--- src/rtl/dckpm_pkg.sv ---
package dckpm_pkg;

   // ------------------------------------------------------------
   // Sizes
   // ------------------------------------------------------------
   localparam int unsigned NUM_RANKS  = 4;
   localparam int unsigned INIT_CNT_W = 13;
   localparam int unsigned EXIT_CNT_W = 5;

   typedef logic [NUM_RANKS-1:0] dckpm_rank_t;

   // ------------------------------------------------------------
   // Timing
   // ------------------------------------------------------------
   localparam int unsigned CLK_MHZ      = 25;
   localparam int unsigned CLK_NS       = 40;
   localparam int unsigned CKE_INIT_US  = 200;
   // One cycle beyond the minimum: the hold must be strictly longer
   localparam int unsigned CKE_INIT_CLKS = CKE_INIT_US * CLK_MHZ + 1;
   localparam int unsigned XP_NS        = 24;
   localparam int unsigned XP_CLKS      = (XP_NS + CLK_NS - 1) / CLK_NS;
   localparam int unsigned XPDLL_CLKS   = 20;
   localparam int unsigned SR_EXIT_NS   = 200;
   localparam int unsigned SR_EXIT_CLKS = (SR_EXIT_NS + CLK_NS - 1) / CLK_NS;

   // ------------------------------------------------------------
   // Power-down configuration
   // ------------------------------------------------------------
   localparam logic [3:0]  PD_NONE      = 4'h0;
   localparam logic [3:0]  PD_ACTIVE    = 4'h1;
   localparam logic [3:0]  PD_PRECHARGE = 4'h6;

   // Bits 15:12 type, bits 11:0 idle threshold in memory clocks
   typedef struct packed {
      logic [3:0]  powerdown_type_field;
      logic [11:0] rank_idle_threshold_field;
   } dckpm_pdcfg_t;

   typedef struct packed {
      dckpm_rank_t cke;
      dckpm_rank_t clk_en;
      dckpm_rank_t termination_enable_out;
      dckpm_rank_t cs_en;
   } dckpm_pins_t;

   // ------------------------------------------------------------
   // States
   // ------------------------------------------------------------
   typedef enum logic [7:0] {
      ST_HOLD     = 8'h01,
      ST_INIT     = 8'h02,
      ST_ACTIVE   = 8'h04,
      ST_REF_UP   = 8'h08,
      ST_REFRESH  = 8'h10,
      ST_DRAIN    = 8'h20,
      ST_SELF_REF = 8'h40,
      ST_SR_EXIT  = 8'h80
   } dckpm_state_t;

   typedef enum logic [3:0] {
      RK_UP    = 4'h1,
      RK_CLOSE = 4'h2,
      RK_DOWN  = 4'h4,
      RK_EXIT  = 4'h8
   } dckpm_rank_st_t;

endpackage

--- src/rtl/dckpm_sync2.sv ---
`timescale 1ns/1ns
`default_nettype none
module dckpm_sync2 #(
   parameter int unsigned WIDTH = 4
) (
   // Clock and reset
   input  wire logic             core_clk,
   input  wire logic             arst_n,
   // Data
   input  wire logic [WIDTH-1:0] d,
   output logic      [WIDTH-1:0] q
);
   logic [WIDTH-1:0] meta;

   always_ff @(posedge core_clk or negedge arst_n) begin
      if (!arst_n) begin
         meta <= '0;
         q    <= '0;
      end else begin
         meta <= d;
         q    <= meta;
      end
   end
endmodule
`default_nettype wire

--- src/rtl/dckpm_rank_pd.sv ---
`timescale 1ns/1ns
`default_nettype none
module dckpm_rank_pd (
   // Clock and reset
   input  wire logic        core_clk,
   input  wire logic        arst_n,
   // Control
   input  wire logic        en,
   input  wire logic [3:0]  pd_type,
   input  wire logic [11:0] threshold,
   input  wire logic        wake,
   input  wire logic        force_pd,
   // Traffic
   input  wire logic        req,
   input  wire logic        queued,
   input  wire logic        pages_open,
   // Result
   output logic             cke,
   output logic             ready,
   output logic             close_req
);
   import dckpm_pkg::*;

   dckpm_rank_st_t        st;
   dckpm_rank_st_t        next_st;
   logic [11:0]           idle_cnt;
   logic [EXIT_CNT_W-1:0] exit_cnt;
   logic                  ppd;
   logic                  pd_on;
   logic                  busy;

   assign ppd   = pd_type == PD_PRECHARGE;
   assign pd_on = ppd || (pd_type == PD_ACTIVE);
   assign busy  = req || queued;

   always_ff @(posedge core_clk or negedge arst_n) begin
      if (!arst_n) begin
         idle_cnt <= '0;
      end else if (req || !en) begin
         idle_cnt <= '0;
      end else if (idle_cnt != 12'hFFF) begin
         idle_cnt <= idle_cnt + 12'h001;
      end
   end

   always_comb begin
      next_st = st;
      case (st)
         RK_UP: begin
            if (en && pd_on && !busy && !wake && (idle_cnt >= threshold || force_pd)) begin
               next_st = (ppd && pages_open) ? RK_CLOSE : RK_DOWN;
            end
         end
         RK_CLOSE: begin
            if (busy || wake || !en) next_st = RK_UP;
            else if (!pages_open) next_st = RK_DOWN;
         end
         RK_DOWN: begin
            if (req || wake || !en) next_st = RK_EXIT;
         end
         RK_EXIT: begin
            if (exit_cnt == '0) next_st = RK_UP;
         end
         default: next_st = RK_UP;
      endcase
   end

   always_ff @(posedge core_clk or negedge arst_n) begin
      if (!arst_n) begin
         st        <= RK_UP;
         exit_cnt  <= '0;
         cke       <= 1'b0;
         ready     <= 1'b0;
         close_req <= 1'b0;
      end else begin
         st        <= next_st;
         cke       <= next_st != RK_DOWN;
         ready     <= next_st == RK_UP;
         close_req <= next_st == RK_CLOSE;
         // DLL-off exit needs the longer delay before data moves
         if (st == RK_DOWN && next_st == RK_EXIT) begin
            exit_cnt <= ppd ? EXIT_CNT_W'(XPDLL_CLKS - 1) : EXIT_CNT_W'(XP_CLKS - 1);
         end else if (exit_cnt != '0) begin
            exit_cnt <= exit_cnt - 1'b1;
         end
      end
   end
endmodule
`default_nettype wire

--- src/rtl/dckpm_top.sv ---
`timescale 1ns/1ns
`default_nettype none
module dckpm_top #(
   parameter int unsigned CKE_INIT_CYCLES = dckpm_pkg::CKE_INIT_CLKS
) (
   // Clock and reset
   input  wire logic                   core_clk,
   input  wire logic                   arst_n,
   // Configuration
   input  wire logic                   cke_enable_write,
   input  wire dckpm_pkg::dckpm_pdcfg_t pd_cfg,
   input  wire dckpm_pkg::dckpm_rank_t rank_populated,
   input  wire logic                   channel_used,
   input  wire dckpm_pkg::dckpm_rank_t graphics_rank,
   // Traffic
   input  wire dckpm_pkg::dckpm_rank_t rank_req,
   input  wire dckpm_pkg::dckpm_rank_t rank_queued,
   input  wire dckpm_pkg::dckpm_rank_t pages_open,
   input  wire logic                   mem_idle,
   input  wire logic                   cycles_drained,
   input  wire logic                   refresh_req,
   input  wire logic                   refresh_done,
   // Package power state
   input  wire logic                   pkg_c3_deep,
   input  wire logic                   suspend_req,
   // Memory pins
   input  wire dckpm_pkg::dckpm_rank_t rx_pin,
   output dckpm_pkg::dckpm_pins_t      pins,
   output dckpm_pkg::dckpm_rank_t      tx_oe_n,
   output dckpm_pkg::dckpm_rank_t      rx_en,
   output dckpm_pkg::dckpm_rank_t      rx_data,
   output logic                        dll_en,
   output logic                        memory_reset_pin,
   output logic                        vref_en,
   // Status
   output dckpm_pkg::dckpm_rank_t      rank_ready,
   output dckpm_pkg::dckpm_rank_t      precharge_all_req,
   output logic                        refresh_go,
   output logic                        self_refresh,
   output logic                        io_power_gating,
   output logic                        train_skip,
   output logic                        train_restore
);
   import dckpm_pkg::*;

   dckpm_state_t          state;
   dckpm_state_t          next_state;
   logic [INIT_CNT_W-1:0] init_cnt;
   logic [EXIT_CNT_W-1:0] sr_cnt;
   dckpm_rank_t           used;
   dckpm_rank_t           sr_ranks;
   dckpm_rank_t           rk_en;
   dckpm_rank_t           rk_cke;
   dckpm_rank_t           rk_ready;
   dckpm_rank_t           rk_close;
   dckpm_rank_t           rx_sync;
   dckpm_rank_t           next_cke;
   logic                  dyn_pd;
   logic                  want_sr;
   logic                  leave_sr;
   logic                  ranks_up;
   logic                  ref_phase;
   logic                  force_pd;

   // ------------------------------------------------------------
   // Conditions
   // ------------------------------------------------------------
   // A rank of an unused channel counts as unused
   assign used      = rank_populated & {NUM_RANKS{channel_used}};
   assign dyn_pd    = (pd_cfg.powerdown_type_field == PD_ACTIVE) ||
                      (pd_cfg.powerdown_type_field == PD_PRECHARGE);
   assign want_sr   = suspend_req || (pkg_c3_deep && mem_idle);
   assign leave_sr  = !want_sr || (|(rank_req & sr_ranks));
   assign ranks_up  = &(rk_ready | ~used);
   assign ref_phase = (state == ST_REF_UP) || (state == ST_REFRESH);
   assign rk_en     = used & {NUM_RANKS{(state == ST_ACTIVE) || ref_phase}};

   // ------------------------------------------------------------
   // Sequencer
   // ------------------------------------------------------------
   always_comb begin
      next_state = state;
      case (state)
         ST_HOLD: begin
            if (cke_enable_write) next_state = ST_INIT;
         end
         ST_INIT: begin
            if (init_cnt == INIT_CNT_W'(CKE_INIT_CYCLES - 1)) begin
               next_state = ST_ACTIVE;
            end
         end
         ST_ACTIVE: begin
            if (want_sr) begin
               next_state = ST_DRAIN;
            end else if (refresh_req) begin
               next_state = dyn_pd ? ST_REF_UP : ST_REFRESH;
            end
         end
         ST_REF_UP: begin
            if (ranks_up) next_state = ST_REFRESH;
         end
         ST_REFRESH: begin
            if (refresh_done) next_state = ST_ACTIVE;
         end
         ST_DRAIN: begin
            if (cycles_drained) next_state = ST_SELF_REF;
         end
         ST_SELF_REF: begin
            if (leave_sr) next_state = ST_SR_EXIT;
         end
         ST_SR_EXIT: begin
            if (sr_cnt == '0) next_state = ST_ACTIVE;
         end
         default: next_state = ST_HOLD;
      endcase
   end

   always_ff @(posedge core_clk or negedge arst_n) begin
      if (!arst_n) begin
         state <= ST_HOLD;
      end else begin
         state <= next_state;
      end
   end

   // Power-up hold counter; runs only after the software release
   always_ff @(posedge core_clk or negedge arst_n) begin
      if (!arst_n) begin
         init_cnt <= '0;
      end else if (state == ST_INIT) begin
         init_cnt <= init_cnt + 1'b1;
      end else begin
         init_cnt <= '0;
      end
   end

   // Self-refresh exit delay before commands resume
   always_ff @(posedge core_clk or negedge arst_n) begin
      if (!arst_n) begin
         sr_cnt <= '0;
      end else if (state == ST_SELF_REF && leave_sr) begin
         sr_cnt <= EXIT_CNT_W'(SR_EXIT_CLKS - 1);
      end else if (sr_cnt != '0) begin
         sr_cnt <= sr_cnt - 1'b1;
      end
   end

   // Graphics ranks stay out of self-refresh so display fetch survives
   always_ff @(posedge core_clk or negedge arst_n) begin
      if (!arst_n) begin
         sr_ranks <= '0;
      end else if (state == ST_DRAIN && cycles_drained) begin
         sr_ranks <= used & ~graphics_rank;
      end else if (next_state == ST_ACTIVE) begin
         sr_ranks <= '0;
      end
   end

   // Refresh end pushes every rank with no request or queued work straight back down
   always_ff @(posedge core_clk or negedge arst_n) begin
      if (!arst_n) begin
         force_pd <= 1'b0;
      end else begin
         force_pd <= state == ST_REFRESH && refresh_done && dyn_pd;
      end
   end

   // ------------------------------------------------------------
   // Per-rank power-down
   // ------------------------------------------------------------
   for (genvar i = 0; i < NUM_RANKS; i++) begin : g_rank
      dckpm_rank_pd u_rank (
         .core_clk   (core_clk),
         .arst_n     (arst_n),
         .en         (rk_en[i]),
         .pd_type    (pd_cfg.powerdown_type_field),
         .threshold  (pd_cfg.rank_idle_threshold_field),
         .wake       (ref_phase),
         .force_pd   (force_pd),
         .req        (rank_req[i]),
         .queued     (rank_queued[i]),
         .pages_open (pages_open[i]),
         .cke        (rk_cke[i]),
         .ready      (rk_ready[i]),
         .close_req  (rk_close[i])
      );
   end

   dckpm_sync2 #(
      .WIDTH (NUM_RANKS)
   ) u_rx_sync (
      .core_clk (core_clk),
      .arst_n   (arst_n),
      .d        (rx_pin),
      .q        (rx_sync)
   );

   // ------------------------------------------------------------
   // Clock enables
   // ------------------------------------------------------------
   always_comb begin
      case (state)
         ST_HOLD,
         ST_INIT:     next_cke = '0;
         ST_DRAIN:    next_cke = used & rk_cke & (cycles_drained ? graphics_rank : '1);
         ST_SELF_REF: next_cke = used & rk_cke & ~sr_ranks;
         ST_SR_EXIT:  next_cke = used;
         default:     next_cke = used & rk_cke;
      endcase
   end

   always_ff @(posedge core_clk or negedge arst_n) begin
      if (!arst_n) begin
         pins <= '0;
      end else begin
         pins.cke                    <= next_cke;
         pins.clk_en                 <= used;
         pins.termination_enable_out <= used;
         pins.cs_en                  <= used;
      end
   end

   // ------------------------------------------------------------
   // Pin buffers
   // ------------------------------------------------------------
   always_ff @(posedge core_clk or negedge arst_n) begin
      if (!arst_n) begin
         tx_oe_n <= '1;
         rx_en   <= '0;
         dll_en  <= 1'b0;
      end else begin
         tx_oe_n <= ~used;
         rx_en   <= used;
         dll_en  <= |used;
      end
   end

   // Noise on an idle pin must never look like data
   always_ff @(posedge core_clk or negedge arst_n) begin
      if (!arst_n) begin
         rx_data <= '0;
      end else begin
         rx_data <= rx_sync & used;
      end
   end

   // ------------------------------------------------------------
   // Power state and training
   // ------------------------------------------------------------
   always_ff @(posedge core_clk or negedge arst_n) begin
      if (!arst_n) begin
         memory_reset_pin <= 1'b0;
         vref_en          <= 1'b0;
         io_power_gating  <= 1'b0;
         self_refresh     <= 1'b0;
      end else begin
         // These stay valid through gating; only bulk I/O loses power
         memory_reset_pin <= next_state != ST_HOLD;
         vref_en          <= 1'b1;
         io_power_gating  <= next_state == ST_SELF_REF && pkg_c3_deep;
         self_refresh     <= next_state == ST_SELF_REF;
      end
   end

   always_ff @(posedge core_clk or negedge arst_n) begin
      if (!arst_n) begin
         train_skip    <= 1'b0;
         train_restore <= 1'b0;
      end else begin
         train_skip    <= next_state == ST_SR_EXIT;
         train_restore <= state == ST_SR_EXIT && sr_cnt == '0;
      end
   end

   // ------------------------------------------------------------
   // Command gating
   // ------------------------------------------------------------
   always_ff @(posedge core_clk or negedge arst_n) begin
      if (!arst_n) begin
         rank_ready        <= '0;
         precharge_all_req <= '0;
         refresh_go        <= 1'b0;
      end else begin
         rank_ready        <= rk_ready & used & {NUM_RANKS{next_state == ST_ACTIVE}};
         precharge_all_req <= rk_close & used;
         refresh_go        <= (state == ST_ACTIVE && !want_sr && refresh_req && !dyn_pd) ||
                              (state == ST_REF_UP && ranks_up);
      end
   end
endmodule
`default_nettype wire

--- config.mk ---
export PLATFORM = sky130hd
export DESIGN_NAME = dckpm_top
export DESIGN_NICKNAME = d
export VERILOG_FILES = /design/src/rtl/dckpm_pkg.sv /design/src/rtl/dckpm_sync2.sv /design/src/rtl/dckpm_rank_pd.sv /design/src/rtl/dckpm_top.sv
export SDC_FILE = /design/constraint.sdc
export NUM_CORES = 1
export LEC_CHECK = 0
export BUFFER_PORTS_ARGS = -buffer_cell sky130_fd_sc_hd__buf_2
export CORE_MARGIN = 2
export CORE_UTILIZATION = 40
export CTS_BUF_LIST = sky130_fd_sc_hd__clkbuf_4 sky130_fd_sc_hd__clkbuf_8 sky130_fd_sc_hd__clkbuf_16
export DETAILED_ROUTE_END_ITERATION = 8
export PLACE_DENSITY = 0.65
export REMOVE_ABC_BUFFERS = 1
export SLEW_MARGIN = 0
export SYNTH_ARGS = -nofsm -noshare
export SYNTH_HDL_FRONTEND = slang
export SYNTH_SLANG_ARGS = --single-unit
--- constraint.sdc ---
create_clock -name core_clk -period 2.5 [get_ports core_clk]
set_input_delay 0.125 -clock core_clk [delete_from_list [all_inputs] [get_ports core_clk]]
set_output_delay 0.125 -clock core_clk [all_outputs]
set_load 0.01 [all_outputs]
==> results of run 1 <==
[cell usage after synthesis, types with 3 or more instances]
library cell,instances,area (um2)
sky130_fd_sc_hd__a211o_1,5,43.8
sky130_fd_sc_hd__o22ai_1,7,43.8
sky130_fd_sc_hd__a211oi_1,14,105
sky130_fd_sc_hd__dfrtp_1,158,3950
sky130_fd_sc_hd__a21boi_0,4,30.0
sky130_fd_sc_hd__a31oi_1,11,68.8
sky130_fd_sc_hd__and2_1,6,37.5
sky130_fd_sc_hd__xor2_1,21,184
sky130_fd_sc_hd__o21bai_1,3,22.5
sky130_fd_sc_hd__a31o_2,3,26.3
sky130_fd_sc_hd__or3_1,10,62.6
sky130_fd_sc_hd__a21oi_1,30,150
sky130_fd_sc_hd__dfstp_2,9,236
sky130_fd_sc_hd__buf_4,12,90.1
sky130_fd_sc_hd__mux2i_1,19,190
sky130_fd_sc_hd__nor4_1,10,62.6
sky130_fd_sc_hd__nor3_1,42,210
sky130_fd_sc_hd__buf_2,4,20.0
sky130_fd_sc_hd__or3b_2,6,52.6
sky130_fd_sc_hd__nand4_1,26,163
sky130_fd_sc_hd__a41oi_1,3,26.3
sky130_fd_sc_hd__nor3b_1,4,30.0
sky130_fd_sc_hd__o21a_1,8,60.1
sky130_fd_sc_hd__ha_1,59,738
sky130_fd_sc_hd__clkbuf_1,15,56.3
sky130_fd_sc_hd__nand2b_1,18,113
sky130_fd_sc_hd__nand3_1,27,135
sky130_fd_sc_hd__a21o_1,4,30.0
sky130_fd_sc_hd__and3_1,25,156
sky130_fd_sc_hd__nand2_1,55,206
sky130_fd_sc_hd__o21ai_0,25,125
sky130_fd_sc_hd__nor2b_1,11,68.8
sky130_fd_sc_hd__o211ai_1,4,30.0
sky130_fd_sc_hd__xnor2_1,28,245
sky130_fd_sc_hd__nand4b_1,6,52.6
sky130_fd_sc_hd__o2bb2ai_1,4,35.0
sky130_fd_sc_hd__nor2_1,107,402
sky130_fd_sc_hd__inv_1,45,169
sky130_fd_sc_hd__o311ai_0,3,26.3
[worst register-to-register path: cells and delay by family (launching register included)]
family             cells  cell delay, ps
DFF                    1             450
AOI/OAI and AO/OA      2             370
and+or+nand+nor        4            1350
[cell type report]
cell class                 count  area, um2
multi-input combinational    649       4340
sequential                   167       4190
inverter                      45        169
fill                        2030      11300
clock buffer                  17        425
timing repair buffer         136        865
clock inverter                15        186
tap                          280        350
[timing repair]
action	in CTS	in global routing
hold buffers	18	0
endpoints found under the setup margin	0	2
endpoints found under the hold margin	67	0
gates resized for setup	0	2
[metrics by stage]
| stage | hold WS (ps) | power (mW) | instances |
|---|---|---|---|
| 2_1_floorplan | -171 | 3.72 | 861 |
| 3_3_place_gp | 88.9 | 4.07 | 1259 |
| 3_5_place_dp | 94.7 | 4.10 | 1259 |
| 4_1_cts | 3.04 | 6.84 | 1309 |
| 5_1_grt | 5.24 | 7.13 | 1309 |
| 6_report | 12.7 | 6.79 | 1309 |
[flip-flops by register name, indices dropped and copies added (netlist names), 5 cells and up]
name,flops
init_cnt,13
state,8
g_rank.u_rank.st,16
g_rank.u_rank.idle_cnt,48
g_rank.u_rank.exit_cnt,20
sr_cnt,5
[where the power goes]
| part | leakage (nW) | switching [mW] | internal [mW] |
|---|---|---|---|
| logic | 2.44 | 0.583 | 0.481 |
| clock network | 0.296 | 1.27 | 1.44 |
| registers | 2.20 | 0.144 | 2.88 |
| total | 4.94 | 1.99 | 4.80 |
[worst min path at each step]
stage	from	end	slack, ps	cells past startpoint
global placement	arst_n	init_cnt[7]	90	1
global route	rank_populated[1]	rx_data[1]	5	2
CTS	rank_populated[1]	rx_data[1]	3	2
detailed placement	arst_n	init_cnt[12]	90	1
finish	rank_populated[1]	rx_data[1]	10	2
floorplan	arst_n	dll_en	-170	0
[cell families (layout without fill, tap and decap cells)]
family                     Yosys count  after routing  share of synthesized area
and+or+nand+nor                    373            373                      0.221
DFF                                167            167                      0.472
AOI/OAI and AO/OA                  147            147                      0.114
buffers and inverters               78            213                     0.0388
adders and majority gates           59             59                     0.0832
xor gates and xnor gates            49             49                     0.0484
muxes                               20             20                     0.0227
other                                1              1                   0.000423
[per-layer routing]
metal	wire [um]	part of all wire
met2	9490	0.45
met1	10100	0.48
met5	0	0
met4	340	0.016
met3	1240	0.058
==> metrics list, run 1 <==
* Result of the run: finished clean
- Total of buffers placed on input and output ports: 93
* Reg-to-Reg End: pins[14]
- Aggregate global-route resource usage: 0.187
* Met3 Resource Use GR: 0.0448
- Drt first pass iters: 5
* Clock Sinks: 167
- Register-to-Register Path Depth: 6
- Counting along the longest clock path gives a buffer depth of 2.
- Arrival time of data at the critical path endpoint: 2610 ps
- Achievable Freq: 437 MHz
- For this run, design rule violations remaining after detail routing come to 0.
- Floorplan die height: 153 um
* Share of final-layout standard cells stronger than drive strength 1: 0.173
- The number of setup buffers added after CTS is 0.
- TritonCTS built the clock tree.
- Worst flop-to-flop path startpoint: state[6]
- Setup total negative slack on the finished layout was measured at 0 ps.
- Crit-path cells: nor4_4 -> nand4b_1 -> or2_2 -> nor2_1 -> o22ai_1 -> a31o_2
* Post-synth EDFFs: 0
- Worst Setup End Kind: flip-flop
- CP Buf/Inv Count: 0
- The library cell used most frequently in the layout, excluding fill and tap cells, is sky130_fd_sc_hd__dfrtp_1.
- Clk_skew: 10.9 ps
- Entering global routing, the biggest net connects 64 pins.
- Grouping stages by cell kind, the critical path spends the most delay in simple AND/OR/NAND/NOR gates.
* First-pass GRT wire length: 35.3 mm
* Die span in x: 153 um
- Post-route antenna net violation count: 0
* Number of distinct library cells after synthesis: 73
- Overflow left after global routing: 0
- Capture point of the critical path: pins[14]
* Portion of the post-synthesis area used by sequential elements: 0.472
- In the global route stage, met1 resource usage came out at 0.260.
- The max-slew violation count came to 0.
- Area overhead of the layout relative to synthesis: 18.6%
- Worst-margin pin slew: 570 ps
* GRT met2 Usage: 0.294
- Power spread over the standard cell area amounts to 645 nW/um2.
- After synthesis, the mean cell area works out to 9.93 um2.
- After the first detailed-routing iteration, the DRC count stood at 405.
- Worst rel slew slack: 0.620
- Counting every instance in the synthesized netlist gives 894.
- CP Launch Type: flip-flop
- In this run the core area contains 54 standard-cell rows.
- With fillers left out, the area of the finished cells amounts to 10,500 um2.
* Top FF cell, synth: sky130_fd_sc_hd__dfrtp_1
- Worst min-delay path class: input port to flip-flop
- CP Depth: 6
- DR vias/cell: 5.40
- Summing all placed instances gives a cell area of 9730 um2.
- The initial antenna violation count was 0.
- Across the run, the number of max-cap violations was 0.
- Cell Area, Synth: 8870 um2
- Setup violations remaining at the end of the flow were counted as 0.
* Number of global-route vias before repair: 6,880
* Post-synthesis register bit count: 167
- At the end of routability-driven placement, the weighted congestion stood at 0.876.
- Worst VDD drop: 413 uV
- Min Tclk post-route: 2290 ps
* Worst slack, placed: 129 ps
- Clock-pin slew was measured on the worst setup and hold paths at 70 ps.
- Insertion delay of the later-clocked pin in the worst-skew pair: 440 ps
- Biggest cell delay along the critical path: 470 ps
- Crit path setup slack, layout: 214 ps
- For this run, the share of the core covered by cells in the final layout is 0.482.
- Core region area: 21,800 um2
- Worst R2R Setup Slack: 210 ps
- H-tree Lvls: 4
- Post-layout net count: 1,125
* Most frequent cells in the layout: sky130_fd_sc_hd__dfrtp_1, sky130_fd_sc_hd__nor2_1, sky130_fd_sc_hd__buf_2
- Initial cell density of the core: 0.407
* Antenna diode count: 0
* Total routed wirelength: 21.2 mm
- Dividing the detail-routed wire length by the instance count gives 16.2 um.
- Data on the critical path is required at its endpoint by 2830 ps.
* Startpoint of the worst setup timing path: state[6]
- Area of the die: 23,400 um2
- Setup repair after global routing left no endpoint under its margin.
* Worst setup path category: flip-flop to flip-flop
- Max FO, Critical Path: 10
* TritonCTS buffer count: 17
- The largest individual stage delay along the critical path comes from the cell sky130_fd_sc_hd__nor4_4.
- Pin placement for this block handled 94 I/O pins.
- Final hold viol count: 0
* Static power due to leakage: 4.94 nW
* Most congested layer reported by global routing: met2
- After synthesis, the share of flip-flops with an asynchronous set or reset is 1.00.
* Buffer type at the clock tree root: sky130_fd_sc_hd__clkbuf_16
* Via count: 7,068
* Half-perimeter wire length after placement: 15.7 mm
* Final period util: 0.914
- During synthesis, Yosys emitted a total of 0 warnings.
No activity file was read; power rests on OpenSTA's default activity.
==> run 2: changes to the inputs <==
--- a/config.mk
+++ b/config.mk
@@ -15,4 +15,5 @@
 export SLEW_MARGIN = 0
 export SYNTH_ARGS = -nofsm -noshare
 export SYNTH_HDL_FRONTEND = slang
+export SYNTH_HIERARCHICAL = 1
 export SYNTH_SLANG_ARGS = --single-unit
==> run 2 against run 1 <==
Effect of this change: sequential cell count unchanged; hold slack improved by 41 ps; synthesized cell count increased by 4.8%; non-clock buffer count increased by 3; setup slack got worse by 69 ps; critical path depth increased by 5; sequential share of layout area decreased by 1.7 points; largest power group unchanged.
==> metrics list, run 2 <==
* Detailed-route wire length per cell: 15.8 um (-2.5%)
- The total clock buffers created by CTS came to 17 (unchanged).
- Share of synthesized cell area in full adder, half adder and majority cells: 0.0810 (-0.00218)
- The final worst-path cycle share came to 0.942 (+0.0276).
* CP Buf/Inv Count: 4 (+4)
- Clock transition at path regs: 70 ps (about the same)
- The worst setup path is launched from a flip-flop.
* Synthesized instance count: 937 (+4.8%)
* Worst setup path category: flip-flop to flip-flop
- The die height is 156 um (+2.1%).
- In the post-synthesis netlist, the cell with the most instances is sky130_fd_sc_hd__dfrtp_1.
- The maximum number of pins on one net before global-route repair was 58 (-9.4%).
* Most frequent standard cell in the layout excluding fill and tap cells: sky130_fd_sc_hd__dfrtp_1
* Portion of the post-synthesis area used by sequential elements: 0.452 (-0.0200)
- TritonCTS built the clock tree.
- Max FO, Critical Path: 7 (-3)
- The area share of and/or/nand/nor cells after synthesis was 0.249 (+0.0280).
- The maximum cell stage delay along the critical path is 410 ps (-60 ps).
- Cell Area, Synth: 9270 um2 (+4.4%)
* Top delay family on crit path: simple AND/OR/NAND/NOR gates
- Worst rel slew slack: 0.403 (-0.217)
- Part of the total power dissipated in the clock network: 0.422 (+0.023)
- Total routed wirelength: 21.6 mm (+2.1%)
* Maximum capacitance violations: 0 (unchanged)
- The worst endpoint required time came to 2840 ps (about the same).
- Area of the die: 24,400 um2 (+4.3%)
- Post-synthesis register bit count: 167 (unchanged)
- The I/O pin count came to 94 (unchanged).
- The fraction of synthesized cell area in xor and xnor cells is 0.0463 (-0.00205).
* Top FF cell, synth: sky130_fd_sc_hd__dfrtp_1
- The final-report hold violation count came to 0 (unchanged).
- Met3 Resource Use GR: 0.0400 (-0.00480)
- Clock Sinks: 167 (unchanged)
- Setup TNS Final: 0 ps (unchanged)
* Antenna violations before repair: 0 (unchanged)
- Share of final-layout standard cells stronger than drive strength 1: 0.185 (+0.0115)
* Initial cell density of the core: 0.408 (+0.00144)
* Count of standard-cell rows: 55 (+1.9%)
- Dominant combinational cell family by area after synthesis: simple AND/OR/NAND/NOR gates
- Clock Path Buffers: 2 (unchanged)
- Aggregate global-route resource usage: 0.183 (-0.00445)
* Die span in x: 156 um (+2.1%)
- Most frequent cells in the layout: sky130_fd_sc_hd__dfrtp_1, sky130_fd_sc_hd__nor2_1, sky130_fd_sc_hd__buf_2
* Share of synthesized flip-flops with an asynchronous set or reset: 1.00 (unchanged)
- The mux cell area share after synthesis came to 0.00432 (-0.0184).
- Sequential Power Share: 0.452 (+0.007)
- Core region area: 22,700 um2 (+4.1%)
- The slew at the pin with the worst max-slew slack is 888 ps (+318 ps).
* Number of global-route vias before repair: 7,032 (+2.2%)
* Achievable Freq: 425 MHz (-2.9%)
* Worst VDD drop: 451 uV (+9.3%)
* Average size of a mapped cell: 9.89 um2 (-0.36%)
* Worst R2R Setup Slack: 150 ps (-70 ps)
- Static power due to leakage: 5.40 nW (+9.4%)
- The number of warning messages in the yosys log is 6 (+6).
- Area overhead of the layout relative to synthesis: 18.6% (about the same)
- Area contributors post-synth: sky130_fd_sc_hd__dfrtp_1, sky130_fd_sc_hd__ha_1, sky130_fd_sc_hd__nor2_1, sky130_fd_sc_hd__xor2_1, sky130_fd_sc_hd__inv_1
- Largest register FFs: 48 (unchanged)
- Insertion delay of the later-clocked pin in the worst-skew pair: 420 ps (-20 ps)
* Overflow left after global routing: 0 (unchanged)
- Min Tclk post-route: 2350 ps (+69.0 ps)
- The global routing met2 resource utilization came to 0.288 (-0.00665).
* Crit-path slowest cell: sky130_fd_sc_hd__dfrtp_1
- Most numerous cell types in the synthesized netlist: sky130_fd_sc_hd__dfrtp_1, sky130_fd_sc_hd__nor2_1, sky130_fd_sc_hd__inv_1
- The largest registers in the layout are g_rank.u_rank/idle_cnt: 48 flops, g_rank.u_rank/exit_cnt: 20 flops, g_rank.u_rank/st: 16 flops.
- Logic gate share of total power: 0.126 (-0.031)
- Critical path's most frequent cell: sky130_fd_sc_hd__buf_4
- Met1 usage: 0.244 (-0.0156)
* First-pass GRT wire length: 35.4 mm (+0.33%)
- The count of cell types in the netlist came to 58 (-21%).
* Proportion of netlist area held by the largest area contributor: 0.427 (-0.0189)
- Most congested layer reported by global routing: met2
- The mean number of vias per cell came to 5.35 (-0.94%).
- sky130_fd_sc_hd__dfrtp_1 takes more of the synthesized area than any other cell.
* Worst min-delay path class: input port to flip-flop
* Via count: 7,328 (+3.7%)
- The power per standard cell area is 580 nW/um2 (-10%).
* Power spent charging and discharging nets: 1.76 mW (-12%)
- Detailed router's first-iteration violation count: 407 (+0.49%)
- The final estimated routing congestion in global placement is 0.894 (+2.0%).
- Total of buffers placed on input and output ports: 93 (unchanged)
- Finish-stage setup viols: 0 (unchanged)
- Clk_skew: 7.28 ps (-3.60 ps)
- Number of max-slew violations in the final report: 0 (unchanged)
* Reg with most FFs: g_rank.u_rank/idle_cnt
* Crit-path cells: nor4_4 -> buf_4 -> buf_4 -> nand3_1 -> nand2_2 -> buf_4 -> nor2_1 -> nor4b_2 -> buf_4 -> nand2_1 -> o21ai_0
- The fill cell total of the finished layout is 2,093 (+3.1%).
* Post-route antenna net violation count: 0 (unchanged)
- STA classifies the critical path endpoint as a flip-flop.
* Total internal power: 4.61 mW (-3.9%)
- The switching power as a share of total power was 0.277 (-0.0168).
* H-tree Lvls: 4 (unchanged)
- The power consumption is 6.37 mW (-6.2%).
- The post-detailed-placement half-perimeter wirelength came to 15.9 mm (+1.6%).
- The run finished with clean final reports.
- Post-synth EDFFs: 0 (unchanged)
* Arrival time of data at the critical path endpoint: 2700 ps (+90 ps)
- The iteration count of the initial detailed-routing pass was 6 (+1).
- Total DRC errors in the routed layout: 0 (unchanged)
* Buffer type at the clock tree root: sky130_fd_sc_hd__clkbuf_16
* Post-layout net count: 1,181 (+5.0%)
- The area fraction in compound gates after synthesis is 0.119 (+0.00544).
==> run 2: metrics by stage <==
stage	utilization	cell area (um2)	hold slack (ps)	cells	setup slack (ps)
6_report	0.484	11000	53.4	1370	145
5_1_grt	0.484	11000	50.4	1369	-29.6
4_1_cts	0.480	10900	41.8	1365	57.5
3_5_place_dp	0.448	10200	127	1321	102
3_3_place_gp	0.448	10200	127	1321	148
2_1_floorplan	-	9110	-171	913	51.4
==> run 2: cell families (layout without fill, tap and decap cells) <==
family,count (synthesis),after routing
mux,4,4
flops,167,167
compound gates,168,168
xor+xnor,49,49
simple gates,387,387
fa+ha+maj,60,60
other cells,1,2
buf+inv,101,248
==> run 2: worst paths after layout <==
path                                           endpoint  cells past startpoint              start
setup / recovery           g_rank[2].u_rank/exit_cnt[1]                     11           state[7]
hold / removal                               rx_data[2]                      2       channel_used
setup reg to reg           g_rank[2].u_rank/exit_cnt[1]                     11           state[7]
hold reg to reg                          u_rx_sync/q[2]                      0  u_rx_sync/meta[2]
max in group asynchronous                      state[0]                      3             arst_n
min in group asynchronous                      pins[12]                      2             arst_n
==> run 2: cell type report <==
type | count | area (um2) | area share
inverter | 77 | 289 | 0.0263
antenna | 1 | 2.50 | 0.000228
clock buffer | 18 | 439 | 0.0400
multi-input combinational | 669 | 4680 | 0.426
sequential | 167 | 4190 | 0.381
timing repair buffer | 139 | 860 | 0.0782
clock inverter | 14 | 175 | 0.0159
tap | 285 | 357 | 0.0324
==> run 2: what timing repair did <==
item	in CTS	in global routing
setup endpoints to repair	0	35
hold endpoints to repair	65	0
buffers inserted	0	4
resized for setup	0	9
hold buffers	12	0
==> run 2: per-layer routing <==
layer / vias up / wire length (um)
met5: - / 0
met4: 0 / 591
met3: 34 / 1110
met2: 190 / 9960
met1: 3499 / 9950
li1: 3605 / -
==> run 2: power by group through the flow <==
stage / Clock [mW] / Combinational (mW) / Sequential (mW)
global placement: 0 / 0.757 / 2.93
detailed placement: 0 / 0.765 / 2.93
finish: 2.69 / 0.803 / 2.88
global route: 2.89 / 0.907 / 2.89
CTS: 2.77 / 0.785 / 2.88
floorplan: 0 / 0.416 / 2.95
==> run 3: changes to the inputs <==
--- a/config.mk
+++ b/config.mk
@@ -10,7 +10,7 @@
 export CORE_UTILIZATION = 40
 export CTS_BUF_LIST = sky130_fd_sc_hd__clkbuf_4 sky130_fd_sc_hd__clkbuf_8 sky130_fd_sc_hd__clkbuf_16
 export DETAILED_ROUTE_END_ITERATION = 8
-export PLACE_DENSITY = 0.65
+export PLACE_DENSITY_LB_ADDON = 0.15
 export REMOVE_ABC_BUFFERS = 1
 export SLEW_MARGIN = 0
 export SYNTH_ARGS = -nofsm -noshare
==> run 3 against run 2 <==
Effect of this change: non-clock buffer count shrank 5; utilization shrank 0.25 points; clock skew grew 5.2 ps; hold slack lost 12 ps; global-route usage is essentially flat; power shrank 1.4%.
==> metrics list, run 3 (same netlist as run 2, synthesis figures left out) <==
- The run finished with clean final reports.
- Clk_skew: 12.5 ps (+5.18 ps)
* Number of global-route vias before repair: 7,111 (+1.1%)
- Total routed wirelength: 21.3 mm (-1.4%)
- Filler cell count in the final layout: 2,119 (+1.2%)
- Min Tclk post-route: 2430 ps (+73.9 ps)
- The post-detailed-placement half-perimeter wirelength is 15.7 mm (-1.2%).
* Insertion delay of the later-clocked pin in the worst-skew pair: 440 ps (+20 ps)
- Clock tree from TritonCTS: done
- The wire length of the first global-routing pass came to 35.4 mm (about the same).
- The total clock buffers created by CTS came to 17 (unchanged).
- The startpoint identified for the worst register-to-register timing path is state[1].
- Worst setup path category: flip-flop to flip-flop
- Biggest cell delay along the critical path: 430 ps (+20 ps)
* Worst slack, placed: 154 ps (+52.0 ps)
- Area overhead of the layout relative to synthesis: 18.0%
* Worst min-delay path class: input port to flip-flop
- The worst endpoint required time was 2770 ps (-70 ps).
- Count of standard-cell rows: 55 (unchanged)
- The remaining antenna violation count after routing is 0 (unchanged).
* CP Launch Type: flip-flop
* Number of cells in the finished layout apart from fillers: 1,364 (-0.44%)
* Placer congestion estimate: 0.848 (-5.1%)
- The power share of the sequential group is 0.459 (+0.007).
- Setup repair after global routing missed its margin: yes
* Part of the total power dissipated in the clock network: 0.420 (-0.002)
- Detailed router's first-iteration violation count: 335 (-18%)
* Buffer type at the clock tree root: sky130_fd_sc_hd__clkbuf_16
- The number of buffers added on ports was 93 (unchanged).
- Hold wc startpoint: channel_used
* Max FO, Critical Path: 5 (-2)
- Largest register FFs: 48 (unchanged)
- Number of max-slew violations in the final report: 0 (unchanged)
- Hold worst-path end: precharge_all_req[1]
- The layout cell share with drive strength beyond 1 was 0.177 (-0.00749).
- The final layout net count came to 1,176 (-0.42%).
- The relative slew slack came to 0.330 (-0.0732).
- DR vias/cell: 5.23 (-2.2%)
- Multi-input gate area: 4660 um2 (-0.37%)
- Most frequent standard cell in the layout excluding fill and tap cells: sky130_fd_sc_hd__dfrtp_1
- Core region area: 22,700 um2 (unchanged)
* Startpoint of the worst setup timing path: state[1]
- Drt first pass iters: 5 (-1)
- Overflow left after global routing: 0 (unchanged)
- The I/O pin count is 94 (unchanged).
* Worst VDD drop: 336 uV (-25%)
- The cell depth of the worst min-delay path came to 2 (unchanged).
* Total internal power: 4.47 mW (-2.9%)
- Initial cell density of the core: 0.408 (unchanged)
- Detailed-route wire length per cell: 15.6 um (-1.0%)
- The die height was 156 um (unchanged).
* Register cell area after layout: 4190 um2 (unchanged)
* Most frequent cells in the layout: sky130_fd_sc_hd__dfrtp_1, sky130_fd_sc_hd__nor2_1, sky130_fd_sc_hd__buf_2
- Reg-to-Reg End: g_rank[2].u_rank/ready
- Worst Setup End Kind: flip-flop
- The worst setup slack for register-to-register paths was 70 ps (-70 ps).
- Via count: 7,137 (-2.6%)
- Sw Ratio: 0.288 (+0.0110)
- Crit path setup slack, layout: 71.4 ps (-73.9 ps)
- The depth of the most critical reg-to-reg path is 9 (-2).
* Largest regs: g_rank.u_rank/idle_cnt: 48 flops, g_rank.u_rank/exit_cnt: 20 flops, g_rank.u_rank/st: 16 flops
* Clock transition at path regs: 80 ps (about the same)
- Largest net degree at the start of global routing: 66 (+14%)
- The number of H-tree levels was 4 (unchanged).
* Power per unit of standard cell area: 574 nW/um2 (-0.91%)
* Achievable Freq: 412 MHz (-3.0%)
* Final hold viol count: 0 (unchanged)
* Setup TNS Final: 0 ps (unchanged)
- Area of the die: 24,400 um2 (unchanged)
* Die span in x: 156 um (unchanged)
- The net switching power was 1.81 mW (+2.5%).
- Grouping stages by cell kind, the critical path spends the most delay in simple AND/OR/NAND/NOR gates.
* CP Buf/Inv Count: 0 (-4)
* Total DRC errors in the routed layout: 0 (unchanged)
* Antenna diode count: 0 (-1)
* Final period util: 0.971 (+0.0296)
* Crit-path slowest cell: sky130_fd_sc_hd__dfrtp_1
- Count of placed standard cells including taps: 1,319 (-0.15%)
- The maximum root-to-sink buffer count was 2 (unchanged).
- The global-route total usage across every layer was 0.183 (+0.000358).
- The initial antenna violation count was 0 (unchanged).
- Crit-path cells: nor4_4 -> nand4b_1 -> and2_1 -> nor2_1 -> nand2b_1 -> nor4_2 -> nor3_1 -> a211oi_1 -> a31oi_1
- Reg with most FFs: g_rank.u_rank/idle_cnt
- The number of buffers added for setup after CTS was 0 (unchanged).
- The worst endpoint data arrival time is 2700 ps (about the same).
* Maximum capacitance violations: 0 (unchanged)
* Clock Sinks: 167 (unchanged)
- The leakage component of the power was 5.38 nW (-0.53%).
- Finish-stage setup viols: 0 (unchanged)
* Worst-margin pin slew: 997 ps (+109 ps)
* Logic gate share of total power: 0.121 (-0.005)
[run 3: how the worst max path moves through the flow]
stage	end	slack [ps]	cells after the start
after floorplan	g_rank[0].u_rank/ready	50	9
after global placement	g_rank[2].u_rank/ready	200	9
after detailed placement	g_rank[1].u_rank/ready	150	9
after CTS	g_rank[2].u_rank/ready	120	9
after global routing	g_rank[2].u_rank/ready	-90	9
final	g_rank[2].u_rank/ready	70	9
[run 3: cell type report]
type / instances / area share
Timing Repair Buffer: 134 / 0.0765
Multi-Input combinational cell: 669 / 0.426
Sequential cell: 167 / 0.383
Clock inverter: 15 / 0.0160
Clock buffer: 17 / 0.0389
Inverter: 77 / 0.0264
Tap cell: 285 / 0.0326
[run 3: power groups by stage]
| stage | clock network [mW] | logic (mW) | registers (mW) |
|---|---|---|---|
| floorplan | 0 | 0.416 | 2.95 |
| detailed placement | 0 | 0.752 | 2.94 |
| CTS | 2.73 | 0.773 | 2.89 |
| global placement | 0 | 0.754 | 2.94 |
| finish | 2.64 | 0.761 | 2.89 |
| global route | 2.85 | 0.861 | 2.90 |
[run 3: metrics by stage]
stage               power (mW)  hold WS [ps]   util  instance area [um2]
floorplan                 3.37          -171      -                 9110
global placement          3.69           162  0.448                10200
detailed placement        3.69           166  0.448                10200
CTS                       6.39          27.6  0.480                10900
global route              6.61          41.6  0.482                10900
finish                    6.28          41.1  0.482                10900
[run 3: repair_timing]
action,CTS,global route
resized for setup,0,5
hold buffers,13,0
hold endpoints to repair,72,0
setup endpoints to repair,0,11
[run 3: routing by layer]
metal | routed length (um) | track usage | vias up | part of all wire
li1 | - | - | 3586 | -
met1 | 10100 | 0.241 | 3381 | 0.47
met2 | 10100 | 0.310 | 152 | 0.48
met3 | 859 | 0.0353 | 18 | 0.040
met4 | 233 | 0.0476 | 0 | 0.011
met5 | 0 | 0 | - | 0
